`config.mk`:
```
export PLATFORM = sky130hd
export DESIGN_NAME = usmpc_top
export DESIGN_NICKNAME = d
export VERILOG_FILES = /design/src/hw/usmpc_fifo.v /design/src/hw/usmpc_top.v
export VERILOG_INCLUDE_DIRS = /design/src /design/src/inc
export SDC_FILE = /design/constraint.sdc
export NUM_CORES = 1
export LEC_CHECK = 0
export ABC_CLOCK_PERIOD_IN_PS = 8300
export BUFFER_PORTS_ARGS = -buffer_cell sky130_fd_sc_hd__buf_2
export CAP_MARGIN = 40
export CORE_MARGIN = 2
export CORE_UTILIZATION = 31
export DETAILED_ROUTE_END_ITERATION = 6
export SETUP_SLACK_MARGIN = 0.3
export SLEW_MARGIN = 10
export SYNTH_ARGS = -nofsm -noshare
export SYNTH_HDL_FRONTEND = slang
export SYNTH_SLANG_ARGS = --single-unit
```
`constraint.sdc`:
```
create_clock -name sys_clk -period 8.3 [get_ports sys_clk]
set_clock_uncertainty 0.2 [all_clocks]
set_input_delay 0.415 -clock sys_clk [delete_from_list [all_inputs] [get_ports sys_clk]]
set_output_delay 0.415 -clock sys_clk [all_outputs]
set_load 0.02 [all_outputs]
```
`src/inc/usmpc_regs.vh`:
```
/*
 Register offsets, field positions, reset values and mode codes of the serial
 port mode and pin control block.
 Assumes a 32-bit APB bus with byte addresses, one register per aligned word.
*/
`ifndef USMPC_REGS_VH
`define USMPC_REGS_VH

// ----------------------------------------------------------------------------
// Register byte addresses
// ----------------------------------------------------------------------------
`define USMPC_ADDR_TXCTL   8'h00
`define USMPC_ADDR_RXCTL   8'h04
`define USMPC_ADDR_DATA    8'h08
`define USMPC_ADDR_STAT    8'h0C

// ----------------------------------------------------------------------------
// Transmit status and control fields
// ----------------------------------------------------------------------------
`define USMPC_TX_CLKSRC    7
`define USMPC_TX_NINE      6
`define USMPC_TX_EN        5
`define USMPC_TX_SYNC      4
`define USMPC_TX_EMPTY     1
`define USMPC_TX_BIT9      0
`define USMPC_TX_WMASK     8'hF1

// ----------------------------------------------------------------------------
// Receive control fields
// ----------------------------------------------------------------------------
`define USMPC_RX_PEN       7
`define USMPC_RX_NINE      6
`define USMPC_RX_SINGLE    5
`define USMPC_RX_CONT      4
`define USMPC_RX_WMASK     8'hF0

// ----------------------------------------------------------------------------
// Reset values, mode codes and transmit FIFO size
// ----------------------------------------------------------------------------
`define USMPC_TX_RESET     8'h02
`define USMPC_RX_RESET     8'h00
`define USMPC_MODE_OFF     2'h0
`define USMPC_MODE_ASYNC   2'h1
`define USMPC_MODE_SMAST   2'h2
`define USMPC_MODE_SSLV    2'h3
`define USMPC_FIFO_DEPTH   16
`define USMPC_FIFO_AW      4

`endif

```
`src/hw/usmpc_fifo.v`:
```
/*
 Synchronous FIFO with valid and ready on both sides.
 Assumes one clock and an asynchronous active-low reset.
*/
`timescale 1ns/1ps
module usmpc_fifo #(
   parameter WIDTH = 9,
   parameter DEPTH = 16,
   parameter AW    = 4
) (
   // Clock and reset
   input  wire             sys_clk,
   input  wire             rst_b,
   // Fill side
   input  wire             in_valid,
   output wire             in_ready,
   input  wire [WIDTH-1:0] in_data,
   // Drain side
   output wire             out_valid,
   input  wire             out_ready,
   output wire [WIDTH-1:0] out_data
);

   reg [WIDTH-1:0] mem_q [0:DEPTH-1];
   reg [AW-1:0]    wr_q;
   reg [AW-1:0]    rd_q;
   reg [AW:0]      cnt_q;
   wire            push;
   wire            pop;

   assign in_ready  = (cnt_q != DEPTH[AW:0]);
   assign out_valid = (cnt_q != {(AW+1){1'b0}});
   assign out_data  = mem_q[rd_q];
   assign push      = in_valid & in_ready;
   assign pop       = out_valid & out_ready;

   always @(posedge sys_clk) begin
      if (push) begin
         mem_q[wr_q] <= in_data;
      end
   end

   always @(posedge sys_clk or negedge rst_b) begin
      if (!rst_b) begin
         wr_q  <= {AW{1'b0}};
         rd_q  <= {AW{1'b0}};
         cnt_q <= {(AW+1){1'b0}};
      end else begin
         if (push) begin
            wr_q <= wr_q + 1'b1;
         end
         if (pop) begin
            rd_q <= rd_q + 1'b1;
         end
         if (push && !pop) begin
            cnt_q <= cnt_q + 1'b1;
         end else if (pop && !push) begin
            cnt_q <= cnt_q - 1'b1;
         end
      end
   end

endmodule // usmpc_fifo

```
`src/hw/usmpc_top.v`:
```
/*
 Mode selection and shared pin direction control of a combined synchronous and
 asynchronous serial port, with its transmit and receive control registers.
 Assumes an APB master on sys_clk and an external shift datapath that consumes
 transmit words and reports received bytes and shifter state.
*/
// The implementer's own choices: the placing of the registers and the APB slave port.
// Summary of operation
// - Asynchronous mode lets transmit and receive run together, independently.
// - Synchronous mode works as master or slave, one direction at a time.
// - Shared pins serve the port only while port enable is set.
// - Pin directions follow port, transmit, single and continuous enables and clock source.
// - Single receive enable takes one byte in synchronous master mode, then hardware clears it.
// - Continuous receive runs until cleared and overrides single receive.
`timescale 1ns/1ps
`include "usmpc_regs.vh"
module usmpc_top (
   // Clock and reset
   input  wire        sys_clk,
   input  wire        rst_b,
   // APB slave
   input  wire        psel,
   input  wire        penable,
   input  wire        pwrite,
   input  wire [7:0]  paddr,
   input  wire [31:0] pwdata,
   output wire        pready,
   output reg  [31:0] prdata,
   output wire        pslverr,
   // Shift datapath side
   output wire [1:0]  mode,
   output wire        master_sel,
   output wire        tx_active,
   output wire        rx_active,
   output wire        tx_word_valid,
   input  wire        tx_word_ready,
   output wire [8:0]  tx_word,
   input  wire        shifter_empty,
   input  wire        rx_byte_done,
   // Shared pins
   input  wire        rx_data_pin_i,
   output wire        rx_data_pin_o,
   output wire        rx_data_pin_oe,
   input  wire        tx_clk_pin_i,
   output wire        tx_clk_pin_o,
   output wire        tx_clk_pin_oe,
   // Link values to and from the shift datapath
   input  wire        tx_serial,
   input  wire        sync_clk_out,
   output wire        rx_serial,
   output wire        sync_clk_in
);

   reg  [7:0] txctl_q;
   reg  [7:0] rxctl_q;
   wire       wr_en;
   wire       rd_en;
   wire       pen;
   wire       sync_mode;
   wire       rx_en;
   wire       fifo_in_ready;

   // -------------------------------------------------------------------------
   // APB access
   // -------------------------------------------------------------------------
   assign pready  = 1'b1;
   assign pslverr = psel & penable & ~((paddr == `USMPC_ADDR_TXCTL) | (paddr == `USMPC_ADDR_RXCTL)
                    | (paddr == `USMPC_ADDR_DATA) | (paddr == `USMPC_ADDR_STAT));
   assign wr_en   = psel & penable & pwrite;
   assign rd_en   = psel & ~penable & ~pwrite;

   // Read data is registered in the setup cycle so it is valid in the access phase.
   always @(posedge sys_clk or negedge rst_b) begin
      if (!rst_b) begin
         prdata <= 32'h00000000;
      end else if (rd_en) begin
         case (paddr)
            `USMPC_ADDR_TXCTL: prdata <= {24'h000000, txctl_q[7:4], 2'h0, shifter_empty, txctl_q[0]};
            `USMPC_ADDR_RXCTL: prdata <= {24'h000000, rxctl_q[7:4], 4'h0};
            `USMPC_ADDR_STAT:  prdata <= {28'h0000000, fifo_in_ready, tx_word_valid, mode};
            default:           prdata <= 32'h00000000;
         endcase
      end
   end

   // -------------------------------------------------------------------------
   // Control registers
   // -------------------------------------------------------------------------
   always @(posedge sys_clk or negedge rst_b) begin
      if (!rst_b) begin
         txctl_q <= `USMPC_TX_RESET;
         rxctl_q <= `USMPC_RX_RESET;
      end else begin
         if (wr_en && paddr == `USMPC_ADDR_TXCTL) begin
            txctl_q <= (pwdata[7:0] & `USMPC_TX_WMASK) | `USMPC_TX_RESET;
         end
         // A byte completing in the write cycle still clears single receive.
         if (wr_en && paddr == `USMPC_ADDR_RXCTL) begin
            rxctl_q <= pwdata[7:0] & `USMPC_RX_WMASK;
            if (rx_byte_done && sync_mode && rxctl_q[`USMPC_RX_SINGLE]) begin
               rxctl_q[`USMPC_RX_SINGLE] <= 1'b0;
            end
         end else if (rx_byte_done && sync_mode && !rxctl_q[`USMPC_RX_CONT]) begin
            rxctl_q[`USMPC_RX_SINGLE] <= 1'b0;
         end
      end
   end

   // -------------------------------------------------------------------------
   // Mode decode
   // -------------------------------------------------------------------------
   assign pen        = rxctl_q[`USMPC_RX_PEN];
   assign sync_mode  = txctl_q[`USMPC_TX_SYNC];
   assign master_sel = sync_mode & txctl_q[`USMPC_TX_CLKSRC];
   assign mode       = !pen ? `USMPC_MODE_OFF : !sync_mode ? `USMPC_MODE_ASYNC :
                       master_sel ? `USMPC_MODE_SMAST : `USMPC_MODE_SSLV;
   // Continuous overrides single; single is ignored in slave reception.
   assign rx_en      = rxctl_q[`USMPC_RX_CONT] | (rxctl_q[`USMPC_RX_SINGLE] & master_sel);
   // Asynchronous: both directions independent; synchronous: receive wins.
   assign rx_active  = pen & (sync_mode ? rx_en : rxctl_q[`USMPC_RX_CONT]);
   assign tx_active  = pen & txctl_q[`USMPC_TX_EN] & ~(sync_mode & rx_en);

   // -------------------------------------------------------------------------
   // Pin direction
   // -------------------------------------------------------------------------
   // Data pin drives only in synchronous transmit; clock pin in async tx or master.
   assign rx_data_pin_oe = pen & sync_mode & tx_active;
   assign rx_data_pin_o  = tx_serial;
   assign tx_clk_pin_oe  = pen & (sync_mode ? master_sel : txctl_q[`USMPC_TX_EN]);
   assign tx_clk_pin_o   = sync_mode ? sync_clk_out : tx_serial;
   assign rx_serial      = pen ? rx_data_pin_i : 1'b1;
   assign sync_clk_in    = pen & sync_mode & ~master_sel & tx_clk_pin_i;

   // -------------------------------------------------------------------------
   // Transmit word buffer
   // -------------------------------------------------------------------------
   usmpc_fifo #(
      .WIDTH (9),
      .DEPTH (`USMPC_FIFO_DEPTH),
      .AW    (`USMPC_FIFO_AW)
   ) u_fifo (
      .sys_clk   (sys_clk),
      .rst_b     (rst_b),
      .in_valid  (wr_en && paddr == `USMPC_ADDR_DATA),
      .in_ready  (fifo_in_ready),
      .in_data   ({txctl_q[`USMPC_TX_BIT9] & txctl_q[`USMPC_TX_NINE], pwdata[7:0]}),
      .out_valid (tx_word_valid),
      .out_ready (tx_word_ready & tx_active),
      .out_data  (tx_word)
   );

endmodule // usmpc_top

```
==> run metrics <==
iteration count of the initial detailed-routing pass 4; # fillers 2227; multi-input logic area 2140 µm²; GR Util All Layers 11.8%; first-pass GRT wire length 22700 µm; CP Data Arrival Time 2690 ps; # DRC 0; Routed Wire Length 14500 µm; P&R area growth vs syn 16.0%; EDFF count, synth 144; Power Density 206 nW/µm²; drt wl/cell 17.2 µm; initial core utilization 31.8%; leakage 3.17 nW; Synth top cells by count edfxtp_1 (144), mux4_2 (36), dfrtp_1 (30); # diodes 0; post-synthesis sequential area ratio 67.9%; num rows 56; Final ANT Viol Nets 0; critical path launch point u_fifo.rd_q[0]; GP Congestion 0.736; warnings from Yosys 0; unrepaired setup endpoints after global routing false; hold_sp rx_byte_done; Slowest cell on crit path buf_4; Cell Chain, Critical Path buf_4 -> mux4_2 -> a22oi_1 -> nand2_1 -> buf_2; xor and xnor area share after synthesis 1.05%; Critical Path Source Type flop; CTS sink cnt 174; IO Port Bufs 57; minimum clock period after layout 3310 ps; most common flop cell mapped by yosys edfxtp_1; via/cell ratio 4.62; floorplan core area 23500 µm²; Overall Power 1.79 mW; initial antenna violation count 0; Worst VDD drop 0.135 mV; Max clock buf depth 2; actual slew at the worst max-slew pin 746 ps; CTS clock-pin slew for the worst setup and hold paths 60 ps; Fin. Hold Viols 0; Nets 575; largest family of logic cells by synthesized area multiplexers; CTS tree done; final worst-path cycle share 39.8%; top cell type by total area after synthesis edfxtp_1; DP HPWL 10000 µm; Netlist Area Pre-Place 7480 µm²; Die W 159 µm; fmax 0.303 GHz; cell family with most CP delay buffers and inverters; final setup TNS 0 ps; I/O pins 107; Worst slew margin 50.3%; most common cell in the synthesized netlist edfxtp_1; number of DRC markers in iteration 0 230; Final Slew Violations 0; mux contribution to synthesized area 13.4%; Worst Path Buf+Inv 2; die area 25400 µm²; Synth Area in Compound Gates 4.07%; worst setup path category flop to output port; largest net degree at the start of global routing 37; Post-CTS Setup Inserts 0; Mean Syn Cell Area 17.0 µm²; die height 159 µm; root buf cell clkbuf_16; hold slack 30.2 ps; status completed; vias in the first global route 3953; number of synthesized register bits 174; critical path capture point type output port; Yosys top cell area share 57.8%; post-synthesis cell count 439; Netlist cell types 50; Final setup viols 0; detailed-route via count 3905; worst hold path type input port to flop; adder-cell share of the synthesized area 1.77%; Num CTS Buffers 17; reg-to-reg critical path startpoint u_fifo.cnt_q[1]; Max Cap Viol 0; Synth Area in Simple Gates 7.11%; CP Data Required Time 7690 ps; Skew-Pair Late Insertion Delay 420 ps; top post-synthesis cells by area edfxtp_1 (58%), mux4_2 (11%), dfrtp_1 (10%); layout cells sized above 1 30.8%; ys async rst share 17.2%; grt total ovfl 0; H-tree depth 4; crit-path max cell delay 600 ps; FF/Latch Area 5080 µm²; worst-path fanout max 36
logic make-up after synthesis:
logic type / count (synthesis)
xor gates and xnor gates: 9
other: 2
muxes: 51
AOI/OAI and AO/OA: 43
adders and majority gates: 10
DFF: 174
and+or+nand+nor: 93
buffers and inverters: 57
flip-flops by register name (all words and copies together), names as in the netlist:
register,flops
u_fifo.mem_q,144
prdata,8
txctl_q,5
u_fifo.cnt_q,5
rxctl_q,4
u_fifo.rd_q,4
u_fifo.wr_q,4
placed cells by master, fill, tap and decap left out, types with 5 or more instances in the layout:
cell / instances
dfrtp_1: 29
ha_1: 9
buf_2: 57
nand3_1: 7
mux2i_1: 5
a22oi_1: 18
inv_1: 12
conb_1: 25
buf_4: 19
mux2_4: 7
nand2_1: 28
clkbuf_16: 17
edfxtp_1: 144
o21ai_1: 5
nor2_1: 15
xor2_1: 5
nor3_1: 7
nand2b_1: 5
and3_1: 5
mux4_2: 36
area by class of cell:
cell class                 instances  share of cell area (%)
multi-input combinational        231                    24.7
clock inverter                    14                    1.65
clock buffer                      18                    4.95
inverter                          12                   0.519
timing repair buffer              77                    5.05
tap                              319                    4.60
sequential                       174                    58.5
through the flow:
step                      worst slack [ps]  util [%]  cells  area [µm²]
after floorplan                       5470         -    462        7560
after global placement                5110      33.9    799        7990
after detailed placement              5030      34.4    812        8090
after CTS                             4950      36.8    845        8670
after global routing                  4790      36.8    845        8670
final                                 4990      36.8    845        8670
path summary, 6_finish.rpt:
kind | endpoint | slack (ps) | cells after the start
setup / recovery | tx_word[1] | 4990 | 5
hold / removal | rxctl_q[5] | 30 | 2
setup reg to reg | u_fifo.cnt_q[4] | 5250 | 11
hold reg to reg | prdata[2] | 290 | 2
max in group asynchronous | u_fifo.rd_q[0] | 7050 | 2
min in group asynchronous | prdata[5] | 360 | 2
where the power goes:
| group | internal [mW] | switching (mW) | leakage, nW |
|---|---|---|---|
| combinational | 0.0225 | 0.0435 | 1.15 |
| sequential | 0.946 | 0.00293 | 1.74 |
| clock | 0.443 | 0.327 | 0.273 |
| total | 1.41 | 0.374 | 3.17 |
what timing repair did:
item                       in CTS  in global routing
gates resized for setup         0                  0
setup endpoints to repair       0                  0
hold endpoints to repair       30                  0
hold buffers                    1                  0
worst register-to-register path, delay by kind of cell (launching register included):
kind | cells | cell delay (ps)
AND/OR/NAND/NOR | 4 | 900
adder cells (fa/ha/maj) | 2 | 630
AO/OA/AOI/OAI | 3 | 530
flip-flops | 1 | 440
buffers and inverters | 2 | 210
metal layers:
metal	track usage, %	vias to the layer above	wire length [µm]
li1	-	1794	-
met1	16.1	1992	6730
met2	18.5	107	6920
met3	3.05	12	701
met4	3.47	0	140
met5	0	-	0
(Power assumes the default switching activity.)
